<file path="config.mk">
export PLATFORM = sky130hd
export DESIGN_NAME = sram_tap_instruction_decode
export DESIGN_NICKNAME = d
export VERILOG_FILES = /design/src/tap_pkg.sv /design/src/sram_tap_instruction_decode.sv /design/src/pin_sync.sv
export VERILOG_INCLUDE_DIRS = /design/src
export SDC_FILE = /design/constraint.sdc
export NUM_CORES = 1
export LEC_CHECK = 0
export CAP_MARGIN = 5
export CORE_MARGIN = 1.5
export CORE_UTILIZATION = 30
export DETAILED_ROUTE_END_ITERATION = 8
export DONT_BUFFER_PORTS = 1
export GPL_TIMING_DRIVEN = 1
export HOLD_SLACK_MARGIN = 0.12
export PLACE_DENSITY = 0.43
export SLEW_MARGIN = 5
export SYNTH_ARGS = -nofsm -noshare
export SYNTH_HDL_FRONTEND = slang
export SYNTH_HIERARCHICAL = 1
export SYNTH_SLANG_ARGS = --single-unit
</file>
<file path="constraint.sdc">
create_clock -name clk -period 1.5 [get_ports clk]
set_input_delay 0.075 -clock clk [delete_from_list [all_inputs] [get_ports clk]]
set_output_delay 0.075 -clock clk [all_outputs]
set_load 0.005 [all_outputs]
</file>
<file path="src/tap_defines.svh">
// Constants for the scan test port instruction decoder
`ifndef TAP_DEFINES_SVH
`define TAP_DEFINES_SVH

`define TAP_IR_W 3
`define TAP_BSR_LEN 51
`define TAP_ID_W 32

`define TAP_INS_EXTEST 3'h0
`define TAP_INS_IDCODE 3'h1
`define TAP_INS_SAMPLE_Z 3'h2
`define TAP_INS_SAMPLE 3'h4
`define TAP_INS_BYPASS 3'h7

`define TAP_IR_CAPTURE 3'h1
// Arbitrary identification value, bit 0 set as the scan convention expects
`define TAP_ID_VALUE 32'h0000_1001

`endif

</file>
<file path="src/tap_pkg.sv">
// Types for the scan test port instruction decoder
package tap_pkg;

  typedef enum logic [3:0] {
    TEST_LOGIC_RESET,
    RUN_TEST_IDLE,
    SELECT_DR,
    CAPTURE_DR,
    SHIFT_DR,
    EXIT1_DR,
    PAUSE_DR,
    EXIT2_DR,
    UPDATE_DR,
    SELECT_IR,
    CAPTURE_IR,
    SHIFT_IR,
    EXIT1_IR,
    PAUSE_IR,
    EXIT2_IR,
    UPDATE_IR
  } tap_state_type;

endpackage

</file>
<file path="src/sram_tap_instruction_decode.sv">
// Scan test port: state machine, instruction decode and scan registers
//
// Functional notes
// - Sample-Z: outputs high-Z, boundary register shifts
// - Instruction codes read MSB left, LSB right
// - Code 000: capture ring, shift it, outputs high-Z
// - Identification code: load and shift ID register
// - Identification code loaded at reset and test-logic-reset
// - Sample: capture ring, shift it, no preload
// - Code 111: bypass register, RAM unaffected
// - State moves on TMS at rising TCK
// - Sample-Z also captures ring at Capture-DR
// - Capture-IR loads 01 into two low bits
// - New instruction acts only after Update-IR
// - Sample: Update-DR changes nothing
`timescale 1ns/10ps
`default_nettype none
`include "tap_defines.svh"

module sram_tap_instruction_decode (
  input wire logic clk, // System clock, 250 MHz
  input wire logic rst_n, // Async reset, active low
  input wire logic tck, // Test clock pin
  input wire logic tms, // Test mode select pin
  input wire logic tdi, // Test data in pin
  input wire logic [`TAP_BSR_LEN-1:0] ring_in, // I/O ring levels to capture
  output logic tdo, // Test data out
  output logic tdo_oe_n, // TDO drive enable, low while driving
  output logic outputs_hiz, // Force RAM output drivers to high-Z
  output logic [`TAP_IR_W-1:0] instr // Active instruction
);

  logic tck_s;
  logic tms_s;
  logic tdi_s;
  logic [`TAP_BSR_LEN-1:0] ring_s;
  logic tck_q;
  tap_pkg::tap_state_type state_q;
  tap_pkg::tap_state_type state_d;
  logic [`TAP_IR_W-1:0] ir_sh_q;
  logic [`TAP_IR_W-1:0] instr_q;
  logic [`TAP_BSR_LEN-1:0] bsr_q;
  logic [`TAP_ID_W-1:0] id_sh_q;
  logic byp_q;
  logic tdo_q;
  logic tdo_oe_n_q;
  logic outputs_hiz_q;

  pin_sync #(.WIDTH(3)) u_ctl_sync (
    .clk(clk),
    .rst_n(rst_n),
    .async_in({tck, tms, tdi}),
    .sync_out({tck_s, tms_s, tdi_s})
  );

  // Ring is only stable if the RAM clock is paused around capture
  pin_sync #(.WIDTH(`TAP_BSR_LEN)) u_ring_sync (
    .clk(clk),
    .rst_n(rst_n),
    .async_in(ring_in),
    .sync_out(ring_s)
  );

  wire tck_rise = tck_s && !tck_q;
  wire tck_fall = !tck_s && tck_q;

  // Decode of the active instruction
  wire ins_extest = (instr_q == `TAP_INS_EXTEST);
  wire ins_id = (instr_q == `TAP_INS_IDCODE);
  wire ins_sample_z = (instr_q == `TAP_INS_SAMPLE_Z);
  wire ins_sample = (instr_q == `TAP_INS_SAMPLE);
  wire sel_bsr = ins_extest || ins_sample_z || ins_sample;
  // Bypass, and every reserved code, shorten the chain to one bit
  wire sel_byp = !sel_bsr && !ins_id;
  wire hiz_d = ins_extest || ins_sample_z;

  wire in_cap_ir = (state_q == tap_pkg::CAPTURE_IR);
  wire in_sh_ir = (state_q == tap_pkg::SHIFT_IR);
  wire in_upd_ir = (state_q == tap_pkg::UPDATE_IR);
  wire in_cap_dr = (state_q == tap_pkg::CAPTURE_DR);
  wire in_sh_dr = (state_q == tap_pkg::SHIFT_DR);
  wire in_tlr = (state_q == tap_pkg::TEST_LOGIC_RESET);

  wire dr_lsb = sel_bsr ? bsr_q[0] : (ins_id ? id_sh_q[0] : byp_q);
  wire tdo_d = in_sh_ir ? ir_sh_q[0] : dr_lsb;

  always_comb begin
    state_d = state_q;
    case (state_q)
      tap_pkg::TEST_LOGIC_RESET: state_d = tms_s ? tap_pkg::TEST_LOGIC_RESET : tap_pkg::RUN_TEST_IDLE;
      tap_pkg::RUN_TEST_IDLE: state_d = tms_s ? tap_pkg::SELECT_DR : tap_pkg::RUN_TEST_IDLE;
      tap_pkg::SELECT_DR: state_d = tms_s ? tap_pkg::SELECT_IR : tap_pkg::CAPTURE_DR;
      tap_pkg::CAPTURE_DR: state_d = tms_s ? tap_pkg::EXIT1_DR : tap_pkg::SHIFT_DR;
      tap_pkg::SHIFT_DR: state_d = tms_s ? tap_pkg::EXIT1_DR : tap_pkg::SHIFT_DR;
      tap_pkg::EXIT1_DR: state_d = tms_s ? tap_pkg::UPDATE_DR : tap_pkg::PAUSE_DR;
      tap_pkg::PAUSE_DR: state_d = tms_s ? tap_pkg::EXIT2_DR : tap_pkg::PAUSE_DR;
      tap_pkg::EXIT2_DR: state_d = tms_s ? tap_pkg::UPDATE_DR : tap_pkg::SHIFT_DR;
      tap_pkg::UPDATE_DR: state_d = tms_s ? tap_pkg::SELECT_DR : tap_pkg::RUN_TEST_IDLE;
      tap_pkg::SELECT_IR: state_d = tms_s ? tap_pkg::TEST_LOGIC_RESET : tap_pkg::CAPTURE_IR;
      tap_pkg::CAPTURE_IR: state_d = tms_s ? tap_pkg::EXIT1_IR : tap_pkg::SHIFT_IR;
      tap_pkg::SHIFT_IR: state_d = tms_s ? tap_pkg::EXIT1_IR : tap_pkg::SHIFT_IR;
      tap_pkg::EXIT1_IR: state_d = tms_s ? tap_pkg::UPDATE_IR : tap_pkg::PAUSE_IR;
      tap_pkg::PAUSE_IR: state_d = tms_s ? tap_pkg::EXIT2_IR : tap_pkg::PAUSE_IR;
      tap_pkg::EXIT2_IR: state_d = tms_s ? tap_pkg::UPDATE_IR : tap_pkg::SHIFT_IR;
      tap_pkg::UPDATE_IR: state_d = tms_s ? tap_pkg::SELECT_DR : tap_pkg::RUN_TEST_IDLE;
      default: state_d = tap_pkg::TEST_LOGIC_RESET;
    endcase
  end

  always_ff @(posedge clk or negedge rst_n) begin
    if (!rst_n) begin
      tck_q <= 1'b0;
      state_q <= tap_pkg::TEST_LOGIC_RESET;
    end else begin
      tck_q <= tck_s;
      if (tck_rise) begin
        state_q <= state_d;
      end
    end
  end

  // Instruction path: shift on rising TCK, apply on falling TCK in Update-IR
  always_ff @(posedge clk or negedge rst_n) begin
    if (!rst_n) begin
      ir_sh_q <= `TAP_IR_CAPTURE;
      instr_q <= `TAP_INS_IDCODE;
    end else begin
      if (tck_rise && in_cap_ir) begin
        ir_sh_q <= `TAP_IR_CAPTURE;
      end else if (tck_rise && in_sh_ir) begin
        // LSB leaves first, so the MSB arrives last at the left
        ir_sh_q <= {tdi_s, ir_sh_q[`TAP_IR_W-1:1]};
      end
      if (in_tlr) begin
        instr_q <= `TAP_INS_IDCODE;
      end else if (tck_fall && in_upd_ir) begin
        instr_q <= ir_sh_q;
      end
    end
  end

  // Data registers; no update stage exists, so Update-DR leaves all alone
  always_ff @(posedge clk or negedge rst_n) begin
    if (!rst_n) begin
      bsr_q <= '0;
      id_sh_q <= `TAP_ID_VALUE;
      byp_q <= 1'b0;
    end else if (tck_rise && in_cap_dr) begin
      if (sel_bsr) begin
        bsr_q <= ring_s;
      end
      if (ins_id) begin
        id_sh_q <= `TAP_ID_VALUE;
      end
      byp_q <= 1'b0;
    end else if (tck_rise && in_sh_dr) begin
      if (sel_bsr) begin
        bsr_q <= {tdi_s, bsr_q[`TAP_BSR_LEN-1:1]};
      end
      if (ins_id) begin
        id_sh_q <= {tdi_s, id_sh_q[`TAP_ID_W-1:1]};
      end
      if (sel_byp) begin
        byp_q <= tdi_s;
      end
    end
  end

  // TDO changes on falling TCK so the far end samples it on the rise
  always_ff @(posedge clk or negedge rst_n) begin
    if (!rst_n) begin
      tdo_q <= 1'b0;
      tdo_oe_n_q <= 1'b1;
      outputs_hiz_q <= 1'b0;
    end else begin
      outputs_hiz_q <= hiz_d;
      if (tck_fall) begin
        tdo_q <= tdo_d;
        tdo_oe_n_q <= !(in_sh_ir || in_sh_dr);
      end
    end
  end

  assign tdo = tdo_q;
  assign tdo_oe_n = tdo_oe_n_q;
  assign outputs_hiz = outputs_hiz_q;
  assign instr = instr_q;
endmodule

`default_nettype wire

</file>
<file path="src/pin_sync.sv">
// Two-stage synchroniser for inputs from outside the clock domain
`timescale 1ns/10ps
`default_nettype none

module pin_sync #(
  parameter int WIDTH = 1
) (
  input wire logic clk, // System clock
  input wire logic rst_n, // Async reset, active low
  input wire logic [WIDTH-1:0] async_in, // Unsynchronised input
  output logic [WIDTH-1:0] sync_out // Synchronised output
);

  logic [WIDTH-1:0] meta_q;

  always_ff @(posedge clk or negedge rst_n) begin
    if (!rst_n) begin
      meta_q <= '0;
      sync_out <= '0;
    end else begin
      meta_q <= async_in;
      sync_out <= meta_q;
    end
  end

endmodule

`default_nettype wire

</file>
Word-level counts from Yosys, hierarchy flattened --
Index checks and enable logic that the tools add are counted.
Word-level totals: bits in registers 206, input port bits 56
Operators by class: equal/unequal tests 22, mux-type cells 31, reductions and logical operators 28
Operators with widths (count):
- 2-to-1 mux 51 bit | 4
- 2-to-1 mux 32 bit | 4
- one-hot mux 4 bit (12 select lines) | 1
- == test 4 bit (second input constant) | 8
- 2-to-1 mux 3 bit | 6
- == test 4 x 3 -> 1 bit (second input constant) | 4
- 2-to-1 mux 4 bit | 4
- 2-to-1 mux 1 bit | 9
- == test 4 x 2 -> 1 bit (second input constant) | 2
- logical AND 1 bit | 8
- inequality test 2 bit (second input constant) | 4
- nonzero test 2 bit | 4
- 2-to-1 mux 2 bit | 3
- AND reduction 3 bit | 2
- zero test 1 bit | 5
- == test 4 x 1 -> 1 bit (second input constant) | 1
- zero test 4 bit | 1
- OR reduction 2 bit | 2
- == test 3 x 1 -> 1 bit (second input constant) | 1
- == test 3 x 2 -> 1 bit (second input constant) | 1
- == test 3 bit (second input constant) | 1
- zero test 3 bit | 1
- logical OR 1 bit | 3
- OR reduction 3 bit | 1
- AND reduction 2 bit | 1

Depth between registers and ports, before layout --
depth after elaboration 8, gate-level depth with buffers 7, mapped depth without buffers 4

By module --
Netlist, hierarchy kept.
Modules (own cells, without submodules):
- sram_tap_instruction_decode | times used 1, cells each 459, area an instance 4550.6 um^2
- pin_sync at u_ring_sync | times used 1, cells each 102, area an instance 2552.4 um^2
- pin_sync at u_ctl_sync | times used 1, cells each 6, area an instance 150.1 um^2

Least setup slack after synthesis --
Ideal clock, no wire load.
path kind reg2reg, start register instr_q[0], in the netlist instr[0], end register bsr_q[31], setup time 0.076 ns, arrival 1.399 ns, slack 0.025 ns, cell stages (with the launch flop) 8, path buffers 3, period minus slack after synthesis 1.475 ns, cells stage by stage dfstp_2 -> clkbuf_1 -> a21oi_1 -> o211ai_2 -> buf_4 -> buf_2 -> nand2_1 -> o21ai_1
On the way: cells in the longest elaborated chain, start to end 5
RTL lines:
- start: declaration | RTL line sram_tap_instruction_decode.sv:41 | logic [`TAP_IR_W-1:0] instr_q;
- start signal: assignment | RTL line sram_tap_instruction_decode.sv:126 | instr_q <= `TAP_INS_IDCODE;
- start signal: assignment | RTL line sram_tap_instruction_decode.sv:135 | instr_q <= `TAP_INS_IDCODE;
- start signal: assignment | RTL line sram_tap_instruction_decode.sv:137 | instr_q <= ir_sh_q;
- == test 3 x 2 -> 1 bit (no line) / zero test 3 bit (equally long branches)
- logical OR 1 bit | RTL line sram_tap_instruction_decode.sv:72 | wire sel_bsr = ins_extest || ins_sample_z || ins_sample;
- logical OR 1 bit * | RTL line sram_tap_instruction_decode.sv:72
- inequality test 2 bit (no line)
- AND reduction 3 bit (no line) *
- end signal: assignment | RTL line sram_tap_instruction_decode.sv:150 | bsr_q <= ring_s;
- end signal: assignment | RTL line sram_tap_instruction_decode.sv:158 | bsr_q <= {tdi_s, bsr_q[`TAP_BSR_LEN-1:1]};
- end: declaration | RTL line sram_tap_instruction_decode.sv:42 | logic [`TAP_BSR_LEN-1:0] bsr_q;
Every way passes the cells marked *; elsewhere a longest branch is shown, timed or not. A chain may end at the register's enable or synchronous reset.

Final worst setup path --
start register state_q[3], end register state_q[1]
On the way: cells in the longest elaborated chain, start to end 3
RTL lines:
- start: declaration | RTL line sram_tap_instruction_decode.sv:38 | tap_pkg::tap_state_type state_q;
- start signal: assignment | RTL line sram_tap_instruction_decode.sv:113 | state_q <= tap_pkg::TEST_LOGIC_RESET;
- start signal: assignment | RTL line sram_tap_instruction_decode.sv:117 | state_q <= state_d;
- == test 4 bit, or another cell as far along | RTL line sram_tap_instruction_decode.sv:89 | case (state_q)
- OR reduction 3 bit (no line) / OR reduction 2 bit (equally long branches)
- one-hot mux 4 bit (12 select lines) * | RTL line sram_tap_instruction_decode.sv:89
Marked as above.

==> metrics <==
status=finished, violations left; failing checks=hold timing, setup timing; IO buf count=0; Unique masters post-synth=43; Mapped Avg Cell Area=12.79 um2; final critical-path required period=1559 ps; Die Wd=158.5 um; YS warnings=6; Layout area overhead=36.35%; area leader, netlist=dfrtp_1; Seq/Total Area, Yosys=71.16%; Root Driver=clkbuf_16; IO Pins=62; post-DP HPWL=7.448 mm; most common cell after layout, fill and taps aside=dfrtp_1; fmax=641.6 MHz; Synth top area share=69.35%; Slew @ Worst Pin=311.0 ps; PD cells=1326 mW/mm2; Via density=4.200; synthesis-stage register bit count=206; compound-gate portion of the synthesized area=9.246%; largest family of logic cells by synthesized area=simple AND/OR/NAND/NOR gates; Max VDD drop=827.9 uV; ant diodes=0; mux share of post-synthesis cell area=7.314%; Synth Instances=567; Crit Path Class=reg -> reg; Critical Path RT=1930 ps; Logic pwr share=12.3%; Pleak=4.508 nW; RSZ-0062 raised after global routing=yes; CP Capture Type=flip-flop; Sw Pwr=3.193 mW; CP startpoint kind=flip-flop; floorplan row count=56; DRT antenna net count=0; core area=0.02361 mm2; R2R depth=5; Max Slew Vio Count=0; ratio of cells with drive above 1 in the final layout=15.31%; Min Hold Slack=-746.3 ps; internal power=9.921 mW; Final WS setup=-58.53 ps; number of CTS-inserted buffers=24; grt ovf=0; switching share of total power=24.35%; drt first pass iters=4; Clk Latency, worst-skew pair=530 ps; final setup vio count=54; critical path arrival=1990 ps; final-stage net count=766; CTS sink cnt=206; Synth Cell Area=0.007253 mm2; synthesized-area fraction occupied by adder cells=0.1380%; Clk pwr share=41.4%; Die Footprint=0.02512 mm2; post-place setup slack=-84.96 ps; syn nets=623; Hold Fails Final Rpt=206; Top FF cell, synth=dfrtp_1; slew margin rel.=79.13%; Finished Core Util=41.88%; CTS tree=built; Final period util=103.9%; global-route wire length before repair=22.04 mm; maximum number of pins on one net before global-route repair=207; Routed WL=13.37 mm; Max H-tree Level=1; Post-synth EDFFs=0; setup TNS=-1191 ps; XOR/XNOR share of the synthesized area=0%; die height=158.5 um; # hold bufs at CTS=108; crit path max fanout=3; vias after detailed routing=4385; vias in the first global route=4421; initial core utilization=30.72%; Synth Area in Simple Gates=9.298%; Seq pwr share=46.3%; Placer Congestion=0.7952; DRC viols=0; Worst Hold Class=in -> async; max-cap viol count=0; CTS clk-pin slew, worst paths=60 ps; mean routed wirelength per cell=12.81 um; ys async rst share=100.0%; Initial DRC Count=156; commonest non-fill, non-tap cells in the layout=dfrtp_1, nand2_1, dlygate4sd3_1; dominant cells by area after synthesis=dfrtp_1, mux2i_1, nand2_1; antenna violations before repair=0; Tot GR Track Use=11.04%; final setup skew=18.35 ps; clock buffer depth=3
==> synth_stat cells, drive strengths merged, types with 3 or more instances <==
library cell and instances:
nand2b 6, nor2 8, inv 5, nor3b 3, mux2i 53, dfstp 5, nor3 4, clkbuf 7
o21ai 90, buf 24, a21oi 8, nand2 119, a31oi 3, dfrtp 201, nor2b 4
==> power by group through the flow <==
stage	Combinational, mW	Clock (mW)	Sequential (mW)
after floorplan	0.832	0	6.11
after global placement	1.23	0	6.16
after detailed placement	1.25	0	6.17
after CTS	1.54	5.65	6.07
after global routing	1.77	5.88	6.10
final	1.62	5.43	6.07
==> flip-flops by register name (all words and copies together) (netlist names) <==
name,count
bsr_q,51
u_ring_sync/meta_q,51
u_ring_sync/sync_out,51
id_sh_q,32
state_q,4
instr,3
ir_sh_q,3
u_ctl_sync/meta_q,3
u_ctl_sync/sync_out,3
byp_q,1
outputs_hiz,1
tck_q,1
tdo,1
tdo_oe_n,1
==> per-stage QoR <==
| stage | hold slack (ps) | power (mW) | std cells | instance area (um2) |
|---|---|---|---|---|
| 2_1_floorplan | -220.6 | 6.947 | 567 | 7253 |
| 3_3_place_gp | -211.5 | 7.392 | 889 | 7829 |
| 3_5_place_dp | -200.8 | 7.416 | 889 | 7829 |
| 4_1_cts | -773.5 | 13.25 | 1043 | 9812 |
| 5_1_grt | -783.4 | 13.74 | 1044 | 9889 |
| 6_report | -746.3 | 13.11 | 1044 | 9889 |
==> cell families (layout without fill, tap and decap cells) <==
kind of cell	Yosys count	after routing
flip-flops	206	206
AND/OR/NAND/NOR	153	153
AO/OA/AOI/OAI	118	118
multiplexers	53	53
buffers and inverters	36	194
adder cells (fa/ha/maj)	1	1
==> critical path, cell delays in order, from the launching register on <==
cell and delay [ps]:
dfrtp_1 410, buf_4 170, or3b_1 370, a211o_1 290, o31a_1 100, o21ai_1 130
==> final timing paths <==
check | from | endpoint | slack [ps]
setup / recovery | state_q[3]$_DFFE_PN0P_ | state_q[1]$_DFFE_PN0P_ | -60
hold / removal | rst_n | u_ring_sync/sync_out[7]$_DFF_PN0_ | -750
setup reg to reg | state_q[3]$_DFFE_PN0P_ | state_q[1]$_DFFE_PN0P_ | -60
hold reg to reg | u_ring_sync/meta_q[32]$_DFF_PN0_ | u_ring_sync/sync_out[32]$_DFF_PN0_ | 340
max in group asynchronous | rst_n | ir_sh_q[0]$_DFFE_PN1P_ | 1930
min in group clk | u_ring_sync/meta_q[32]$_DFF_PN0_ | u_ring_sync/sync_out[32]$_DFF_PN0_ | 340
==> layer usage <==
layer / GRT usage [%] / part of all wire, % / up-vias
met4: 4.272 / 3.5 / 0
met1: 15.13 / 48 / 2076
met3: 2.613 / 4.2 / 33
li1: - / - / 2194
met2: 16.93 / 44 / 82
met5: 0 / 0 / -
==> final cells by class <==
class | count | area [um2]
clock buffers | 35 | 691.9
clock inverters | 6 | 55.05
fillers | 2203 | 13720
inverters | 5 | 18.77
multi-input cells | 325 | 1983
flip-flops and latches | 206 | 5162
well taps | 319 | 399.1
repair buffers | 148 | 1579
==> timing repair <==
item / 4_1_cts / 5_1_grt
cloned: 2 / 1
setup endpoints to repair: 84 / 95
hold endpoints to repair: 260 / 206
resized for setup: 23 / 21
setup buffers: 3 / 0
pin swaps: 9 / 2
No activity file was read; power rests on OpenSTA's default activity.
